## src/inc/pattern_pkg.sv

```systemverilog
// Shared constants for the transmit test pattern generator and its controller.
// Assumes both ends run on clk_sys and see the same pattern select encoding.
package pattern_pkg;

  // Pattern select encodings
  localparam logic [3:0] SEL_OFF        = 4'h0;
  localparam logic [3:0] SEL_PRBS7      = 4'h1;
  localparam logic [3:0] SEL_PRBS9      = 4'h2;
  localparam logic [3:0] SEL_PRBS15     = 4'h3;
  localparam logic [3:0] SEL_PRBS23     = 4'h4;
  localparam logic [3:0] SEL_PRBS31     = 4'h5;
  localparam logic [3:0] SEL_COMPLIANCE = 4'h8;
  localparam logic [3:0] SEL_SQUARE_2UI = 4'h9;
  localparam logic [3:0] SEL_SQUARE_W   = 4'ha;

  // Polynomial lengths and second taps (1 + X^tap + X^len)
  localparam logic [4:0] LEN_PRBS7  = 5'h07;
  localparam logic [4:0] TAP_PRBS7  = 5'h06;
  localparam logic [4:0] LEN_PRBS9  = 5'h09;
  localparam logic [4:0] TAP_PRBS9  = 5'h05;
  localparam logic [4:0] LEN_PRBS15 = 5'h0f;
  localparam logic [4:0] TAP_PRBS15 = 5'h0e;
  localparam logic [4:0] LEN_PRBS23 = 5'h17;
  localparam logic [4:0] TAP_PRBS23 = 5'h12;
  localparam logic [4:0] LEN_PRBS31 = 5'h1f;
  localparam logic [4:0] TAP_PRBS31 = 5'h1c;
  localparam logic [30:0] PRBS_SEED = 31'h7fffffff;

  // Compliance symbols, in transmit order
  localparam logic [9:0] SYM_K285_NEG = 10'h0fa; // 0011111010
  localparam logic [9:0] SYM_D215     = 10'h2aa; // 1010101010
  localparam logic [9:0] SYM_K285_POS = 10'h305; // 1100000101
  localparam logic [9:0] SYM_D102     = 10'h155; // 0101010101
  localparam int         SYM_BITS     = 10;
  localparam int         COMPLIANCE_STEP = 20;   // width must be a multiple of this

  // Output clock source codes
  localparam logic [2:0] CLK_SRC_SERIALIZER = 3'h2;
  localparam logic [2:0] CLK_SRC_PROG_DIV   = 3'h5;

  // Count reached after coding-sublayer reset release; reset-complete rises one cycle after it
  localparam int RESET_DONE_CYCLES = 4;

  // Controller register offsets
  localparam logic [7:0] OFS_CTRL   = 8'h00;
  localparam logic [7:0] OFS_CMD    = 8'h04;
  localparam logic [7:0] OFS_STATUS = 8'h08;

  // Control register fields
  localparam int CTRL_SEL_LSB   = 0;
  localparam int CTRL_INJECT    = 4;
  localparam int CTRL_INVERT    = 5;
  localparam int CTRL_LOOP      = 6;
  localparam int CTRL_CONV_MODE = 7;
  localparam logic [7:0] CTRL_RESET = 8'h00;

  // Status register fields
  localparam int STAT_BUSY     = 0;
  localparam int STAT_DONE     = 1;
  localparam int STAT_CONV     = 2;
  localparam int STAT_SEL_LSB  = 3;

endpackage : pattern_pkg

```

## src/inc/pattern_link_if.sv

```systemverilog
// Link between the transmit controller and the pattern generator.
// Assumes both ends are clocked by the same clk_sys; no clocking block.
`timescale 1ns/10ps
`default_nettype none
interface pattern_link_if #(parameter int DATA_W = 20);
  logic [3:0]        tx_pattern_select;
  logic              tx_pattern_error_inject;
  logic              tx_output_invert;
  logic [DATA_W-1:0] tx_parallel_word;
  logic              tx_coding_sublayer_reset;
  logic              tx_async_width_converter_on;
  logic              tx_elastic_buffer_on;
  logic [2:0]        tx_out_clock_source;
  logic              tx_reset_complete;

  modport gen (
    input  tx_pattern_select, tx_pattern_error_inject, tx_output_invert,
    input  tx_parallel_word, tx_coding_sublayer_reset,
    input  tx_async_width_converter_on, tx_elastic_buffer_on, tx_out_clock_source,
    output tx_reset_complete
  );

  modport ctrl (
    output tx_pattern_select, tx_pattern_error_inject, tx_output_invert,
    output tx_parallel_word, tx_coding_sublayer_reset,
    output tx_async_width_converter_on, tx_elastic_buffer_on, tx_out_clock_source,
    input  tx_reset_complete
  );
endinterface : pattern_link_if
`default_nettype wire

```

## src/rtl/tx_pattern_gen.sv

```systemverilog
// Transmit test pattern generator with output polarity inversion.
// Assumes all link controls and the receive error flag are on clk_sys.
//
// Contract
// - Select 1..5 pick PRBS-7/9/15/23/31
// - Select zero passes user data through
// - PRBS-7 uses taps 6 and 7
// - PRBS-9 uses taps 5 and 9
// - PRBS-15 uses taps 14 and 15
// - PRBS-23 uses taps 18 and 23
// - PRBS-31 uses taps 28 and 31
// - Compliance pattern only in 20/40/80 widths; the controller allows it in any width that is a multiple of 20
// - Compliance repeats K28.5- D21.5 K28.5+ D10.2
// - Select 1001 gives 2-UI square wave
// - Select 1010 gives word-width square wave
// - One bit error per inject cycle
// - Inject ignored while passing user data
// - Loop bit picks receive flag as inject
// - Outside converter mode, just change select
// - Converter mode: reset, reconfigure, select, release
// - Return to converter mode by reverse sequence
// - Invert input flips every outgoing bit
// - Inverted PRBS comes from invert input
`timescale 1ns/10ps
`default_nettype none
module tx_pattern_gen #(
  parameter int DATA_W = 20
) (
  // Clock and reset
  input  wire logic              clk_sys,
  input  wire logic              srst,
  // Link from the controller
  pattern_link_if.gen            link,
  // Receive checker feedback
  input  wire logic              rx_pattern_error_flag,
  input  wire logic              rx_error_to_tx_inject_loop,
  // Outgoing line word, bit 0 leaves first
  output logic [DATA_W-1:0]      line_word
);

  localparam int SYMS_PER_WORD = DATA_W / pattern_pkg::SYM_BITS;
  localparam logic [1:0] SYM_STEP = 2'(SYMS_PER_WORD);

  // One Fibonacci step: feedback is the XOR of the two tap stages
  function automatic logic [30:0] prbs_step(input logic [30:0] s, input logic [4:0] len,
                                            input logic [4:0] tap);
    logic fb;
    fb = s[len - 5'h01] ^ s[tap - 5'h01];
    return {s[29:0], fb};
  endfunction : prbs_step

  // Mask of the stages in use for a polynomial length
  function automatic logic [30:0] len_mask(input logic [4:0] len);
    logic [31:0] m;
    m = (32'h1 << len) - 32'h1;
    return m[30:0];
  endfunction : len_mask

  // Compliance symbol by position in the four-symbol cycle
  function automatic logic [9:0] comp_sym(input logic [1:0] idx);
    logic [9:0] s;
    case (idx)
      2'h0:    s = pattern_pkg::SYM_K285_NEG;
      2'h1:    s = pattern_pkg::SYM_D215;
      2'h2:    s = pattern_pkg::SYM_K285_POS;
      default: s = pattern_pkg::SYM_D102;
    endcase
    return s;
  endfunction : comp_sym

  // Registers
  logic [30:0]       lfsr_q;
  logic [30:0]       lfsr_d;
  logic [3:0]        sel_q;
  logic [1:0]        sym_idx_q;
  logic [DATA_W-1:0] line_q;
  logic [2:0]        done_cnt_q;
  logic              done_q;
  logic              pcs_rst_q;

  // Select decode
  wire logic [3:0] sel = link.tx_pattern_select;
  wire logic is_prbs = (sel >= pattern_pkg::SEL_PRBS7) && (sel <= pattern_pkg::SEL_PRBS31);
  wire logic is_comp = (sel == pattern_pkg::SEL_COMPLIANCE);
  wire logic is_sq2  = (sel == pattern_pkg::SEL_SQUARE_2UI);
  wire logic is_sqw  = (sel == pattern_pkg::SEL_SQUARE_W);
  // Anything else, zero included, is standard operation
  wire logic gen_on  = is_prbs || is_comp || is_sq2 || is_sqw;

  // Polynomial per select
  wire logic [4:0] poly_len =
    (sel == pattern_pkg::SEL_PRBS7)  ? pattern_pkg::LEN_PRBS7  :
    (sel == pattern_pkg::SEL_PRBS9)  ? pattern_pkg::LEN_PRBS9  :
    (sel == pattern_pkg::SEL_PRBS15) ? pattern_pkg::LEN_PRBS15 :
    (sel == pattern_pkg::SEL_PRBS23) ? pattern_pkg::LEN_PRBS23 :
                                       pattern_pkg::LEN_PRBS31;
  wire logic [4:0] poly_tap =
    (sel == pattern_pkg::SEL_PRBS7)  ? pattern_pkg::TAP_PRBS7  :
    (sel == pattern_pkg::SEL_PRBS9)  ? pattern_pkg::TAP_PRBS9  :
    (sel == pattern_pkg::SEL_PRBS15) ? pattern_pkg::TAP_PRBS15 :
    (sel == pattern_pkg::SEL_PRBS23) ? pattern_pkg::TAP_PRBS23 :
                                       pattern_pkg::TAP_PRBS31;

  // Dead state is any state with all used stages zero
  wire logic lfsr_dead = ((lfsr_q & len_mask(poly_len)) == 31'h0);
  wire logic reseed    = lfsr_dead || (sel != sel_q) || pcs_rst_q;

  // Serialise the register into one word, oldest stage first
  logic [DATA_W-1:0] prbs_word;
  always_comb begin
    logic [30:0] s;
    s = reseed ? pattern_pkg::PRBS_SEED : lfsr_q;
    prbs_word = '0;
    for (int i = 0; i < DATA_W; i++) begin
      prbs_word[i] = s[poly_len - 5'h01];
      s = prbs_step(s, poly_len, poly_tap);
    end
    lfsr_d = s;
  end

  // Compliance word; bits past the last whole symbol stay zero
  logic [DATA_W-1:0] comp_word;
  always_comb begin
    comp_word = '0;
    for (int k = 0; k < SYMS_PER_WORD; k++) begin
      comp_word[k*pattern_pkg::SYM_BITS +: pattern_pkg::SYM_BITS] =
        comp_sym(2'(sym_idx_q + 2'(k)));
    end
  end

  // Square waves: alternate every UI, or half a word low then half high
  logic [DATA_W-1:0] sq2_word;
  logic [DATA_W-1:0] sqw_word;
  always_comb begin
    for (int i = 0; i < DATA_W; i++) begin
      sq2_word[i] = (i % 2) == 1;
      sqw_word[i] = i >= (DATA_W / 2);
    end
  end

  // Pattern selection
  wire logic [DATA_W-1:0] pat_word =
    is_prbs ? prbs_word :
    is_comp ? comp_word :
    is_sq2  ? sq2_word  :
    is_sqw  ? sqw_word  :
              link.tx_parallel_word;

  // Error source: receive flag when looped, else the link input
  wire logic inject_src = rx_error_to_tx_inject_loop ? rx_pattern_error_flag
                                                     : link.tx_pattern_error_inject;
  // One flipped bit per cycle, never on user data
  wire logic [DATA_W-1:0] err_mask = {{(DATA_W-1){1'b0}}, inject_src && gen_on};
  // Polarity flip applies to user data and patterns alike
  wire logic [DATA_W-1:0] inv_mask = {DATA_W{link.tx_output_invert}};
  wire logic [DATA_W-1:0] out_word = pat_word ^ err_mask ^ inv_mask;

  // Generator state; coding-sublayer reset holds a selected PRBS one word past the seed and the symbol index at start
  always_ff @(posedge clk_sys) begin
    if (srst) begin
      lfsr_q    <= pattern_pkg::PRBS_SEED;
      sel_q     <= pattern_pkg::SEL_OFF;
      sym_idx_q <= 2'h0;
      pcs_rst_q <= 1'b1;
    end else begin
      pcs_rst_q <= link.tx_coding_sublayer_reset;
      sel_q     <= sel;
      if (is_prbs) begin
        lfsr_q <= lfsr_d;
      end
      if (pcs_rst_q || !is_comp) begin
        sym_idx_q <= 2'h0;
      end else begin
        sym_idx_q <= sym_idx_q + SYM_STEP;
      end
    end
  end

  // Output word; quiet zero while the coding sublayer is held in reset
  always_ff @(posedge clk_sys) begin
    if (srst) begin
      line_q <= '0;
    end else if (pcs_rst_q) begin
      line_q <= '0;
    end else begin
      line_q <= out_word;
    end
  end

  // Reset-complete rises a fixed count after the reset is released
  always_ff @(posedge clk_sys) begin
    if (srst) begin
      done_cnt_q <= 3'h0;
      done_q     <= 1'b0;
    end else if (link.tx_coding_sublayer_reset) begin
      done_cnt_q <= 3'h0;
      done_q     <= 1'b0;
    end else if (done_cnt_q != 3'(pattern_pkg::RESET_DONE_CYCLES)) begin
      done_cnt_q <= done_cnt_q + 3'h1;
    end else begin
      done_q <= 1'b1;
    end
  end

  assign line_word              = line_q;
  assign link.tx_reset_complete = done_q;

endmodule : tx_pattern_gen
`default_nettype wire

```

## src/flat_wrapper.sv

```systemverilog
// flat-port wrapper written by rule: the top's interface ports become plain ports
module tx_pattern_gen_flat 
#(
  parameter int DATA_W = 20
)
  (clk_sys, srst, rx_pattern_error_flag, rx_error_to_tx_inject_loop, line_word, link_tx_pattern_select, link_tx_pattern_error_inject, link_tx_output_invert, link_tx_parallel_word, link_tx_coding_sublayer_reset, link_tx_async_width_converter_on, link_tx_elastic_buffer_on, link_tx_out_clock_source, link_tx_reset_complete);
  pattern_link_if #(.DATA_W(DATA_W)) link_i ();
  input  wire logic clk_sys;
  input  wire logic srst;
  input  wire logic rx_pattern_error_flag;
  input  wire logic rx_error_to_tx_inject_loop;
  output logic [DATA_W-1:0] line_word;
  input wire logic [$bits(link_i.tx_pattern_select)-1:0] link_tx_pattern_select;
  input wire logic [$bits(link_i.tx_pattern_error_inject)-1:0] link_tx_pattern_error_inject;
  input wire logic [$bits(link_i.tx_output_invert)-1:0] link_tx_output_invert;
  input wire logic [$bits(link_i.tx_parallel_word)-1:0] link_tx_parallel_word;
  input wire logic [$bits(link_i.tx_coding_sublayer_reset)-1:0] link_tx_coding_sublayer_reset;
  input wire logic [$bits(link_i.tx_async_width_converter_on)-1:0] link_tx_async_width_converter_on;
  input wire logic [$bits(link_i.tx_elastic_buffer_on)-1:0] link_tx_elastic_buffer_on;
  input wire logic [$bits(link_i.tx_out_clock_source)-1:0] link_tx_out_clock_source;
  output wire logic [$bits(link_i.tx_reset_complete)-1:0] link_tx_reset_complete;
  assign link_i.tx_pattern_select = link_tx_pattern_select;
  assign link_i.tx_pattern_error_inject = link_tx_pattern_error_inject;
  assign link_i.tx_output_invert = link_tx_output_invert;
  assign link_i.tx_parallel_word = link_tx_parallel_word;
  assign link_i.tx_coding_sublayer_reset = link_tx_coding_sublayer_reset;
  assign link_i.tx_async_width_converter_on = link_tx_async_width_converter_on;
  assign link_i.tx_elastic_buffer_on = link_tx_elastic_buffer_on;
  assign link_i.tx_out_clock_source = link_tx_out_clock_source;
  assign link_tx_reset_complete = link_i.tx_reset_complete;
  tx_pattern_gen #(.DATA_W(DATA_W)) u_core (.clk_sys(clk_sys), .srst(srst), .link(link_i), .rx_pattern_error_flag(rx_pattern_error_flag), .rx_error_to_tx_inject_loop(rx_error_to_tx_inject_loop), .line_word(line_word));
endmodule
```

## config.mk

```make
export PLATFORM = sky130hd
export DESIGN_NAME = tx_pattern_gen_flat
export DESIGN_NICKNAME = d
export VERILOG_FILES = /design/src/inc/pattern_pkg.sv /design/src/inc/pattern_link_if.sv /design/src/rtl/tx_pattern_gen.sv /design/src/flat_wrapper.sv
export SDC_FILE = /design/constraint.sdc
export NUM_CORES = 1
export LEC_CHECK = 0
export ABC_AREA = 1
export BUFFER_PORTS_ARGS = -buffer_cell sky130_fd_sc_hd__clkbuf_2
export CORE_MARGIN = 2
export CORE_UTILIZATION = 40
export DETAILED_ROUTE_END_ITERATION = 10
export PLACE_DENSITY = 0.59
export REMOVE_ABC_BUFFERS = 1
export SYNTH_ARGS = -nofsm -noshare
export SYNTH_HDL_FRONTEND = slang
export SYNTH_SLANG_ARGS = --single-unit
```

## constraint.sdc

```tcl
create_clock -name clk_sys -period 17.9 [get_ports clk_sys]
set_input_delay 2.685 -clock clk_sys [delete_from_list [all_inputs] [get_ports clk_sys]]
set_output_delay 2.685 -clock clk_sys [all_outputs]
set_load 0.1 [all_outputs]
```

# After elaboration in Yosys (flattened, before gate mapping)

Cells that the tools add are included.

Flip-flop bits (word level): 62
Latch bits: 0
RAM bits: 0
Bits in read-only memories: 0
Input port bits: 36
Output and inout port bits: 21
Word-level logic and storage cells: 165
Memories kept: 0

$add $sub $neg: 6
Multipliers: 0
Div/mod/pow operators: 0
Magnitude comparators: 4
Equal/unequal tests: 13
Shift operators: 1
Mux-type cells: 96
Bitwise logic cells: 23
Reductions and logical operators: 15

Operator list:

| kind                  | count |
|---|---|
| $bmux 1 s5            | 40 |
| $mux 20               | 4 |
| $pmux 10 s3           | 2 |
| $mux 1                | 41 |
| $and 31x31->31        | 1 |
| $logic_not 31->1      | 1 |
| $mux 31               | 1 |
| $shl 1x5->31 const A  | 1 |
| $sub 31x1->31 const B | 1 |
| $mux 5                | 6 |
| $xor 1x1->1           | 20 |
| $xor 20x1->20         | 1 |
| $xor 20x20->20        | 1 |
| $eq 4x4->1 const B    | 3 |
| $lt 5x6->1 const B    | 2 |
| $sub 5x1->5 const B   | 2 |
| $eq 4x2->1 const B    | 2 |
| $mux 4                | 2 |
| $logic_or 1x1->1      | 6 |
| $reduce_or 2->1       | 3 |
| $eq 2x1->1 const B    | 2 |
| $eq 2x2->1 const B    | 2 |
| $eq 4x1->1 const B    | 1 |
| $eq 4x3->1 const B    | 1 |
| other kinds (10)      | 12 |

# Logic depth before layout (Yosys ltp)

Gate-level depths: netlist of the first run.

Depth after elaboration: 74
Mapped depth: 167
Mapped depth without buffers: 165

# Worst setup path after synthesis of the first run

OpenSTA, ideal clock, no wires.

Path kind: input-to-reg
From: input link_tx_pattern_select[1]
To: register u_core.lfsr_q[0]
Library setup time: 0.120 ns
Arrival time: 13.988 ns
Data required time: 17.780 ns
Path slack: 3.793 ns
Cell stages on the path: 150
Buffers on the path: 5
Cell sequence: buf_6 > nor2_1 > nand2_2 > nand2_1 > buf_6 > buf_4 > clkbuf_1 > a21oi_1 > ha_1 > bufbuf_8 > nand3_1 > nand3_2 > nand2_2 > nand2_1 > nand2_1 > nand2_1 > nand3_1 > nand3_2 > [114 not listed] > nand2_1 > nand3_1 > nand2_1 > nand2_1 > nand2_1 > nand2_1 > nand2_1 > nand2_1 > nand2_2 > nand3_1 > nand2_1 > nand2_1 > nand2_1 > nand2_1 > nand2_2 > nand2_1 > nand2_1 > nand3_1

Cells in the longest elaborated chain, start to end: 72
Elaborated cells on any way between the ends: 125
Those cells by class: add/sub (3); order compare (2); eq/ne (5); shift (1); mux (89); bitwise (21); reduce/logical (4)

RTL lines:

| item                         | RTL line                                    | text |
|---|---|---|
| from (decl)                  | flat_wrapper.sv:13                          | `input wire logic [$bits(link_i.tx_pattern_select)-1:0] link_tx_pattern_select;` |
| $eq 4x3->1                   | tx_pattern_gen.sv:95, tx_pattern_gen.sv:101 |  |
| $mux 4                       | tx_pattern_gen.sv:95                        | `(sel == pattern_pkg::SEL_PRBS23) ? pattern_pkg::LEN_PRBS23 :` |
| $mux 5                       | tx_pattern_gen.sv:94                        | `(sel == pattern_pkg::SEL_PRBS15) ? pattern_pkg::LEN_PRBS15 :` |
| $mux 5                       | tx_pattern_gen.sv:93                        | `(sel == pattern_pkg::SEL_PRBS9) ? pattern_pkg::LEN_PRBS9 :` |
| $mux 5                       | tx_pattern_gen.sv:92                        | `(sel == pattern_pkg::SEL_PRBS7) ? pattern_pkg::LEN_PRBS7 :` |
| $shl 1x5->31                 | tx_pattern_gen.sv:55                        | `m = (32'h1 << len) - 32'h1;` |
| $sub 31x1->31                | tx_pattern_gen.sv:55                        |  |
| $and 31x31->31               | tx_pattern_gen.sv:105                       | `wire logic lfsr_dead = ((lfsr_q & len_mask(poly_len)) == 31'h0);` |
| [56 not listed]              | -                                           |  |
| $mux 1 (implied by the code) | tx_pattern_gen.sv:48                        | `fb = s[len - 5'h01] ^ s[tap - 5'h01];` |
| $xor 1x1->1                  | tx_pattern_gen.sv:48                        |  |
| $bmux 1 s5                   | tx_pattern_gen.sv:48                        |  |
| $mux 1 (implied by the code) | tx_pattern_gen.sv:48                        |  |
| $xor 1x1->1                  | tx_pattern_gen.sv:48                        |  |
| $bmux 1 s5                   | tx_pattern_gen.sv:48                        |  |
| $mux 1 (implied by the code) | tx_pattern_gen.sv:48                        |  |
| $xor 1x1->1                  | tx_pattern_gen.sv:48                        |  |
| to (signal assigned)         | tx_pattern_gen.sv:161                       | `lfsr_q <= pattern_pkg::PRBS_SEED;` |
| to (signal assigned)         | tx_pattern_gen.sv:169                       | `lfsr_q <= lfsr_d;` |
| to (decl)                    | tx_pattern_gen.sv:72                        | `logic [30:0] lfsr_q;` |

Several ways; a longest one is shown, not always the timed one. The select of a mux whose other input is x is not followed.
A chain may end at the register's enable or synchronous reset.

# Final worst setup path of the first run

From: input link_tx_pattern_select[2]
To: register u_core.lfsr_q[0]

The elaborated chain is that of the path after synthesis.

==> results of run 1 <==
## flip-flops by register name, indices dropped and copies added (netlist names)
register	cells
u_core.sel_q	4
u_core.done_cnt_q	3
u_core.sym_idx_q	1
u_core.pcs_rst_q	1
u_core.lfsr_q	31
u_core.line_word	20
u_core.link.tx_reset_complete	1
## placed cells by master, fill, tap and decap left out, drive strengths merged, types with 2 or more instances in the layout
cell / Yosys / routed
o221ai: 5 / 5
clkbuf: 42 / 63
nor3: 3 / 3
o21a: 12 / 12
and2: 2 / 2
nand2: 418 / 418
dfxtp: 61 / 61
bufinv: 2 / 5
buf: 42 / 42
a21oi: 77 / 77
clkinvlp: 0 / 3
or2: 5 / 5
o22ai: 6 / 6
ha: 3 / 3
inv: 119 / 119
clkinv: 4 / 5
xnor2: 3 / 3
o21ai: 72 / 72
o211ai: 35 / 35
nand4: 30 / 30
nor4: 2 / 2
o311ai: 4 / 4
a31oi: 8 / 8
o21bai: 5 / 5
a221oi: 3 / 3
nor2: 71 / 71
nand3: 202 / 202
nor3b: 6 / 6
a32oi: 3 / 3
## how the worst max path moves through the flow
stage / slack, ns / startpoint / cells after the start / endpoint
after detailed placement: 0.60 / link_tx_pattern_select[1] / 149 / u_core.lfsr_q[0]$_SDFFE_PP1P_
after global placement: 0.62 / link_tx_pattern_select[1] / 149 / u_core.lfsr_q[0]$_SDFFE_PP1P_
after global routing: -0.05 / link_tx_pattern_select[1] / 162 / u_core.lfsr_q[0]$_SDFFE_PP1P_
final: 1.17 / link_tx_pattern_select[2] / 157 / u_core.lfsr_q[0]$_SDFFE_PP1P_
after floorplan: -1.46 / link_tx_pattern_select[3] / 144 / u_core.lfsr_q[0]$_SDFFE_PP1P_
after CTS: 0.91 / link_tx_pattern_select[1] / 149 / u_core.lfsr_q[0]$_SDFFE_PP1P_
## worst register-to-register path, delay by kind of cell, from the launching register on
family	cells	cell delay [ns]
and+or+nand+nor	147	12.89
DFF	1	0.30
buffers and inverters	10	1.07
AOI/OAI and AO/OA	1	0.18
## per-layer routing
metal	share of wire [%]	vias to the layer above	track usage [%]
met5	0	-	0
met4	3.8	0	11.2
met3	10	77	4.89
met2	43	519	44.5
met1	43	4062	41.1
li1	-	4244	-
## kinds of logic after synthesis
| family | count (synthesis) | synth area share (%) |
|---|---|---|
| AND/OR/NAND/NOR | 741 | 46.8 |
| AO/OA/AOI/OAI | 235 | 18.6 |
| buffers and inverters | 210 | 17.4 |
| flip-flops | 61 | 16.1 |
| XOR/XNOR | 4 | 0.461 |
| adder cells (fa/ha/maj) | 3 | 0.494 |
| multiplexers | 1 | 0.148 |
## power groups by stage
stage	clock network, mW	logic (mW)	registers (mW)
final	0.207	0.263	0.152
after global routing	0.215	0.285	0.152
after CTS	0.210	0.244	0.151
after detailed placement	0	0.243	0.154
after global placement	0	0.243	0.154
after floorplan	0	0.156	0.165
## stage by stage
step                cell area, um2  util [%]  total power [mW]
floorplan                     6780         -             0.321
detailed placement            7620      40.9             0.397
CTS                           7970      42.7             0.605
global route                  8390      45.0             0.652
global placement              7620      40.9             0.397
finish                        8390      45.0             0.622
## final cells by class
type | instances | area share, %
Sequential cell | 61 | 14.5
Timing Repair Buffer | 96 | 8.59
Tap cell | 234 | 3.49
Inverter | 125 | 6.16
Multi-Input combinational cell | 984 | 63.1
Clock buffer | 9 | 2.68
Clock inverter | 7 | 1.46
## timing repair
| item | 4_1_cts | 5_1_grt |
|---|---|---|
| gates resized for setup | 0 | 64 |
| endpoints found under the setup margin | 0 | 2 |
| buffers inserted | 0 | 8 |
==> reports/results.txt, run 1 <==
Max-cap viol count - 0
NetSw - 0.262 mW
Clock Pin Slew Worst Setup and Hold Paths - 0.06 ns
Worst Skew - 0.0104 ns
Hold Path Stages - 1
Die W - 142 um
Worst-Skew Late Latency - 0.34 ns
R2r setup slk - 3.34 ns
Clock Sinks - 61
Async SR Flop Fraction - 0%
Post-place setup slack - 0.596 ns
CP max-delay cell - ha_4
Post-synth EDFFs - 0
Initial Util - 40.7%
Final WS setup - 1.17 ns
WL/cell - 19.9 um
Post-DP HPWL - 22500 um
Top cells by count, synth - nand2_1 (383), nand3_1 (152), inv_1 (98), a21oi_1 (76), nor2_1 (68)
Hold_ws - 0.485 ns
Post-Place Cells - 1487
Final Setup Violations - 0
Top FF cell, synth - dfxtp_1
Logic gate share of total power - 42.3%
Area of the multi-input gates - 5300 um2
Most common cell in the netlist - nand2_1
Top-area cell type share of the netlist area - 18.9%
Largest net degree at the start of global routing - 58
Critical path buffers and inverters - 11
DRC Markers - 0
Crit Path Category - in -> reg
Reg2Reg Depth - 158
Critical path's top delay family - simple AND/OR/NAND/NOR gates
Arr. time, crit path - 16.95 ns
YS warnings - 0
Synth top area cells - nand2_1 (19%), dfxtp_1 (16%), nand3_1 (10%), nand3_2 (6.5%), a21oi_1 (5.0%)
Initial DRC Count - 1151
CTS root buf - clkbuf_16
Critical Path Start Type - primary input
Syn Inst Count - 1255
CP Capture Type - flop
Share of post-route cells with drive strength above 1 - 21.9%
Internal cell power - 0.360 mW
Crit path max fanout - 29
Worst hold path class - reg -> reg
Critical Path Most Common Cell - nand2_1
Initial antenna violation count - 0
GRT Total Usage - 29.2%
Final period utilization - 93.5%
CTS tree - yes
Post-Syn Area - 7590 um2
Io pins - 57
Vias in the first global route - 7830
Final Hold Viols - 0
Antenna cells - 0
Max stage delay on crit path - 0.30 ns
Origin of the worst min-delay path - u_core.done_cnt_q[0]$_SDFFE_PP0P_
Routability cong. - 0.975
Measured slew at the worst slew-check pin - 1.38 ns
Sequential area share after synthesis - 16.1%
Htree depth - 3
Final nets - 1316
WL final - 30200 um
CTS Buf Count - 9
Clk pwr share - 33.3%
Rel. slew slack - 6.58%
PortBufs - 51
Distinct cells, synth - 55
Overflow after GRT - 0
Setup TNS - 0 ns
Worst R2R End - u_core.lfsr_q[0]$_SDFFE_PP1P_
Maximum VDD drop - 0.0495 mV
DRT antenna net count - 0
Status - completed
Post-cts hold buffer count - 0
Switching Share - 42.1%
Clk buf depth - 2
FF+latch area - 1220 um2
Fin crit period - 16.73 ns
Hold Crit Endpoint - u_core.done_cnt_q[0]$_SDFFE_PP0P_
Pleak - 4.25 nW
Fillers - 2044
Fmax - 59.8 MHz
Global-route wire length before repair - 44700 um
P&R area growth vs syn - 10.5%
Req. time, crit path - 18.12 ns
Worst r2r src - u_core.lfsr_q[6]$_SDFFE_PP1P_
Pwr Density - 74.1 nW/um2
Flip-flop and latch count after synthesis - 61
Vias per std cell - 5.87
Seq pwr share - 24.4%
DR pass1 iterations - 6
Max-slew violations - 0
Syn_area_per_cell - 6.05 um2
Layout Cells excl Fill - 1516
# rows - 50
Via count - 8902
Die Ht - 142 um
Dominant cell type by area after synthesis - nand2_1
Area of the die - 20100 um2
Placeable Area - 18600 um2
Note: power is estimated with default switching activity, not from simulation.
==> run 2: changes to the inputs <==
CELL_PAD_IN_SITES_DETAIL_PLACEMENT = 1   (was default)
CELL_PAD_IN_SITES_GLOBAL_PLACEMENT = 1   (was default)
CORE_UTILIZATION = 35   (was 40)
GPL_TIMING_DRIVEN = 0   (was default)
PLACE_DENSITY = 0.7   (was 0.59)
==> reports/results.txt, run 2 (synthesis gave the netlist of run 1 again) <==
Status - completed (unchanged)
Io pins - 57 (unchanged)
Routability cong. - 0.923 (was 0.975)
PortBufs - 51 (unchanged)
Critical Path Most Common Cell - nand2_1 (unchanged)
Pleak - 4.67 nW (was 4.25 nW)
CTS Buf Count - 9 (unchanged)
Measured slew at the worst slew-check pin - 1.09 ns (was 1.38 ns)
Vias per std cell - 6.26 (was 5.87)
WL final - 40100 um (was 30200 um)
CTS root buf - clkbuf_16 (unchanged)
Max stage delay on crit path - 0.22 ns (was 0.30 ns)
P&R area growth vs syn - 24.9% (was 10.5%)
Clock Pin Slew Worst Setup and Hold Paths - 0.06 ns (about the same)
Commonest non-fill, non-tap cell in the layout - nand2_1 (unchanged)
Initial antenna violation count - 1 (was 0)
Max-cap viol count - 0 (unchanged)
CP max-delay cell - nand2_4 (was ha_4)
Crit path max fanout - 8 (was 29)
Final nets - 1385 (was 1316)
Clk pwr share - 30.4% (was 33.3%)
Rel. slew slack - 27.0% (was 6.58%)
Placeable Area - 21200 um2 (was 18600 um2)
Worst hold path class - reg -> reg (unchanged)
Max-slew violations - 0 (unchanged)
Clk buf depth - 2 (unchanged)
WL/cell - 24.7 um (was 19.9 um)
Final WS setup - 0.484 ns (was 1.17 ns)
WL met2 - 17100 um (was 13000 um)
Worst Skew - 0.00772 ns (was 0.0104 ns)
NetSw - 0.301 mW (was 0.262 mW)
Fmax - 57.4 MHz (was 59.8 MHz)
Most frequent cells in the layout - nand2_1 (351), nand3_1 (120), inv_1 (92) (was nand2_1 (372), nand3_1 (134), inv_1 (95))
Post-place setup slack - -2.50 ns (was 0.596 ns)
Post-cts hold buffer count - 0 (unchanged)
DRC Markers - 0 (unchanged)
Pwr Density - 70.5 nW/um2 (was 74.1 nW/um2)
Seq pwr share - 22.8% (was 24.4%)
Internal cell power - 0.368 mW (was 0.360 mW)
Vias in the first global route - 9135 (was 7830)
Overflow after GRT - 0 (unchanged)
Number of flip-flops in the largest register - 31 (unchanged)
Final Hold Viols - 0 (unchanged)
Final Setup Violations - 0 (unchanged)
Uppermost layer routed - met4 (unchanged)
Initial DRC Count - 1189 (was 1151)
Met1 Wirelength - 15300 um (was 13000 um)
Req. time, crit path - 18.15 ns (was 18.12 ns)
Worst-Skew Late Latency - 0.36 ns (was 0.34 ns)
Maximum VDD drop - 0.0439 mV (was 0.0495 mV)
CTS tree - yes (unchanged)
FF+latch area - 1220 um2 (unchanged)
Logic gate share of total power - 46.8% (was 42.3%)
Area post-placement - 7570 um2 (was 7620 um2)
DRT antenna net count - 0 (unchanged)
Largest net degree at the start of global routing - 78 (was 58)
Arr. time, crit path - 17.66 ns (was 16.95 ns)
Post-DP HPWL - 24200 um (was 22500 um)
Via count - 10200 (was 8902)
Initial Util - 35.9% (was 40.7%)
Clock Sinks - 61 (unchanged)
Fillers - 2801 (was 2044)
Switching Share - 45.0% (was 42.1%)
Reg2Reg Depth - 157 (was 158)
Hold Path Stages - 2 (was 1)
Final period utilization - 97.3% (was 93.5%)
GRT Total Usage - 30.8% (was 29.2%)
# rows - 53 (was 50)
Critical Path Start Type - primary input (unchanged)
Area of the multi-input gates - 5680 um2 (was 5300 um2)
Met3 Wirelength - 4660 um (was 3060 um)
Die Ht - 151 um (was 142 um)
Share of post-route cells with drive strength above 1 - 28.8% (was 21.9%)
Area of the die - 22900 um2 (was 20100 um2)
Post-route cell area - 9480 um2 (was 8390 um2)
Htree depth - 3 (unchanged)
CP Capture Type - flop (unchanged)
Largest Register - u_core.lfsr_q (unchanged)
Crit Path Category - in -> reg (unchanged)
Fin crit period - 17.42 ns (was 16.73 ns)
Hold_ws - 0.476 ns (was 0.485 ns)
Antenna cells - 0 (unchanged)
DR pass1 iterations - 6 (unchanged)
Global-route wire length before repair - 52600 um (was 44700 um)
Die W - 151 um (was 142 um)
run 2: changes by cell type in the layout (fill, tap and decap cells not counted), moves of 4 or more:
cell / previous run / this run
buf_4: 35 / 84
nand3_4: 7 / 18
nand2_1: 372 / 351
nand2_4: 2 / 8
nand2_8: 0 / 4
nand3_1: 134 / 120
nand2_2: 44 / 59
run 2: final cells by class:
class                           count  share of cell area (%)
Multi-Input combinational cell    991                    59.9
Sequential cell                    61                    12.9
Tap cell                          275                    3.63
Clock inverter                      6                   0.990
Clock buffer                       10                    2.52
Inverter                          125                    6.23
Timing Repair inverter              3                   0.264
Timing Repair Buffer              155                    13.6
run 2: worst paths after layout:
| path | slack [ns] | startpoint | end |
|---|---|---|---|
| hold reg to reg | 0.48 | u_core.done_cnt_q[1]$_SDFFE_PP0P_ | u_core.done_cnt_q[1]$_SDFFE_PP0P_ |
| setup reg to reg | 2.58 | u_core.lfsr_q[6]$_SDFFE_PP1P_ | u_core.lfsr_q[0]$_SDFFE_PP1P_ |
| hold / removal | 0.48 | u_core.done_cnt_q[1]$_SDFFE_PP0P_ | u_core.done_cnt_q[1]$_SDFFE_PP0P_ |
| setup / recovery | 0.48 | link_tx_pattern_select[2] | u_core.lfsr_q[0]$_SDFFE_PP1P_ |
run 2: what timing repair did:
action | in CTS | in global routing
cloned | 6 | 9
endpoints found under the hold margin | 0 | 0
pin swaps | 8 | 57
setup endpoints to repair | 4 | 4
buffers inserted | 14 | 77
resized for setup | 31 | 116
run 2: per-layer routing:
layer | vias to the layer above | track usage, %
li1 | 4395 | -
met1 | 4813 | 39.7
met2 | 738 | 47.2
met3 | 234 | 6.45
met4 | 0 | 17.9
met5 | - | 0
run 2: through the flow:
stage / TNS, ns / instances / total power [mW] / util (%)
floorplan: -3.40 / 1170 / 0.321 / -
global placement: -71.89 / 1496 / 0.391 / 34.9
detailed placement: -6.94 / 1504 / 0.401 / 35.8
CTS: 0 / 1540 / 0.614 / 38.9
global route: -0.686 / 1626 / 0.694 / 44.8
finish: 0 / 1626 / 0.669 / 44.8
run 2: power groups by stage:
stage	Sequential, mW	Combinational, mW	Clock (mW)
4_1_cts	0.151	0.258	0.204
3_3_place_gp	0.154	0.237	0
2_1_floorplan	0.165	0.156	0
5_1_grt	0.153	0.331	0.210
6_report	0.152	0.313	0.204
3_5_place_dp	0.154	0.247	0
run 2: worst max-delay path: cells and delay by family:
family	cells	cell delay, ns
compound gates	1	0.21
buf+inv	6	0.77
simple gates	152	13.89
==> run 3: changes to the inputs <==
CORE_ASPECT_RATIO = 0.6   (was default)
==> reports/results.txt, run 3 (synthesis gave the netlist of run 1 again) <==
RSZ-0062 raised after global routing - true
Overflow after GRT - 0 (unchanged)
Status - finished with violations (was completed)
Final Setup Violations - 1 (was 0)
Worst hold path class - reg -> reg (unchanged)
Final WS setup - -0.0791 ns (was 0.484 ns)
Worst Skew - 0.0131 ns (was 0.00772 ns)
Clock Pin Slew Worst Setup and Hold Paths - 0.06 ns (about the same)
Io pins - 57 (unchanged)
Fillers - 2773 (was 2801)
Rel. slew slack - 0.968% (was 27.0%)
Vias per std cell - 6.29 (was 6.26)
CP max-delay cell - a31oi_2 (was nand2_4)
Largest Register - u_core.lfsr_q (unchanged)
# rows - 41 (was 53)
Via count - 10400 (was 10200)
Global-route wire length before repair - 55800 um (was 52600 um)
Initial DRC Count - 1346 (was 1189)
Max-cap viol count - 1 (was 0)
Htree depth - 3 (unchanged)
Measured slew at the worst slew-check pin - 1.47 ns (was 1.09 ns)
Max-slew violations - 0 (unchanged)
Fmax - 55.6 MHz (was 57.4 MHz)
Die Ht - 118 um (was 151 um)
WL final - 43100 um (was 40100 um)
Most frequent cells in the layout - nand2_1 (303), nand3_1 (108), buf_4 (101) (was nand2_1 (351), nand3_1 (120), inv_1 (92))
Req. time, crit path - 18.13 ns (was 18.15 ns)
Final period utilization - 100% (was 97.3%)
Clk buf depth - 2 (unchanged)
Clock Sinks - 61 (unchanged)
Final nets - 1405 (was 1385)
Initial antenna violation count - 1 (unchanged)
Share of post-route cells with drive strength above 1 - 34.8% (was 28.8%)
Post-cts hold buffer count - 0 (unchanged)
PortBufs - 51 (unchanged)
Initial Util - 35.9% (about the same)
Failing checks - max-capacitance violations, negative setup slack
Post-DP HPWL - 26700 um (was 24200 um)
Post-place setup slack - -4.07 ns (was -2.50 ns)
Power, Total - 0.693 mW (was 0.669 mW)
CTS tree - yes (unchanged)
Pwr Density - 67.8 nW/um2 (was 70.5 nW/um2)
Crit path max fanout - 6 (was 8)
WL/cell - 26.2 um (was 24.7 um)
Fin crit period - 17.98 ns (was 17.42 ns)
Vias in the first global route - 8929 (was 9135)
Number of flip-flops in the largest register - 31 (unchanged)
Arr. time, crit path - 18.21 ns (was 17.66 ns)
CTS Buf Count - 9 (unchanged)
Worst-Skew Late Latency - 0.35 ns (was 0.36 ns)
GRT Total Usage - 32.0% (was 30.8%)
Final Util - 48.3% (was 44.8%)
Critical Path Most Common Cell - nand2_2 (was nand2_1)
Commonest non-fill, non-tap cell in the layout - nand2_1 (unchanged)
Placeable Area - 21100 um2 (was 21200 um2)
Maximum VDD drop - 0.0495 mV (was 0.0439 mV)
Max stage delay on crit path - 0.40 ns (was 0.22 ns)
CP Capture Type - flop (unchanged)
Pleak - 4.92 nW (was 4.67 nW)
Crit Path Category - in -> reg (unchanged)
Area of the die - 22900 um2 (about the same)
Routability cong. - 1.00 (was 0.923)
Largest net degree at the start of global routing - 78 (unchanged)
CTS root buf - clkbuf_16 (unchanged)
DR pass1 iterations - 5 (was 6)
DRT antenna net count - 0 (unchanged)
DRC Markers - 0 (unchanged)
Critical Path Start Type - primary input (unchanged)
Die W - 194 um (was 151 um)
Antenna cells - 0 (unchanged)
Final Hold Viols - 0 (unchanged)
P&R area growth vs syn - 34.5% (was 24.9%)
==> run 3: layer usage <==
metal  part of all wire [%]  up-vias  global-route usage (%)  wire (um)
li1                       -     4433                       -          -
met1                     42     5060                    48.8      18100
met2                     39      738                    41.8      16900
met3                     15      148                    12.0       6630
met4                    3.4        2                    5.59       1450
met5                  0.042        -                       0         18
==> run 3: through the flow <==
stage | instances | area (um2) | TNS [ns] | hold slack (ns)
5_1_grt | 1650 | 10200 | -0.831 | 0.518
4_1_cts | 1550 | 8440 | 0 | 0.486
6_report | 1650 | 10200 | -0.0791 | 0.480
3_3_place_gp | 1500 | 7380 | -86.48 | 0.462
2_1_floorplan | 1170 | 6780 | -3.40 | 0.447
3_5_place_dp | 1507 | 7570 | -15.18 | 0.476
==> run 3: worst paths after layout <==
| path | from | end | slack (ns) | cells after the start |
|---|---|---|---|---|
| max | link_tx_pattern_select[0] | u_core.lfsr_q[0]$_SDFFE_PP1P_ | -0.08 | 153 |
| max reg2reg | u_core.lfsr_q[11]$_SDFFE_PP1P_ | u_core.lfsr_q[0]$_SDFFE_PP1P_ | 1.95 | 157 |
| min | u_core.done_cnt_q[1]$_SDFFE_PP0P_ | u_core.done_cnt_q[1]$_SDFFE_PP0P_ | 0.48 | 2 |
| min reg2reg | u_core.done_cnt_q[1]$_SDFFE_PP0P_ | u_core.done_cnt_q[1]$_SDFFE_PP0P_ | 0.48 | 2 |
==> run 3: worst max-delay path: cells and delay by family <==
kind	cells	cell delay, ns
buf+inv	8	1.09
simple gates	140	13.34
compound gates	5	0.99
==> run 3: final cells by class <==
type                            count  area (um2)  area share [%]
Clock buffer                       10         229            2.24
Clock inverter                      6        63.8           0.625
Tap cell                          279         349            3.42
Sequential cell                    61        1220            12.0
Multi-Input combinational cell    989        6140            60.1
Inverter                          125         606            5.93
Timing Repair inverter              3        25.0           0.245
Timing Repair Buffer              177        1580            15.5
==> run 3: what timing repair did <==
action / in CTS / in global routing
endpoints found under the setup margin: 6 / 3
cloned: 7 / 8
resized for setup: 70 / 211
pin swaps: 12 / 113
buffers inserted: 20 / 93
==> run 3: power by group <==
part           internal, mW  switching, mW
clock network         0.108         0.0725
logic                 0.116          0.244
registers             0.145        0.00740
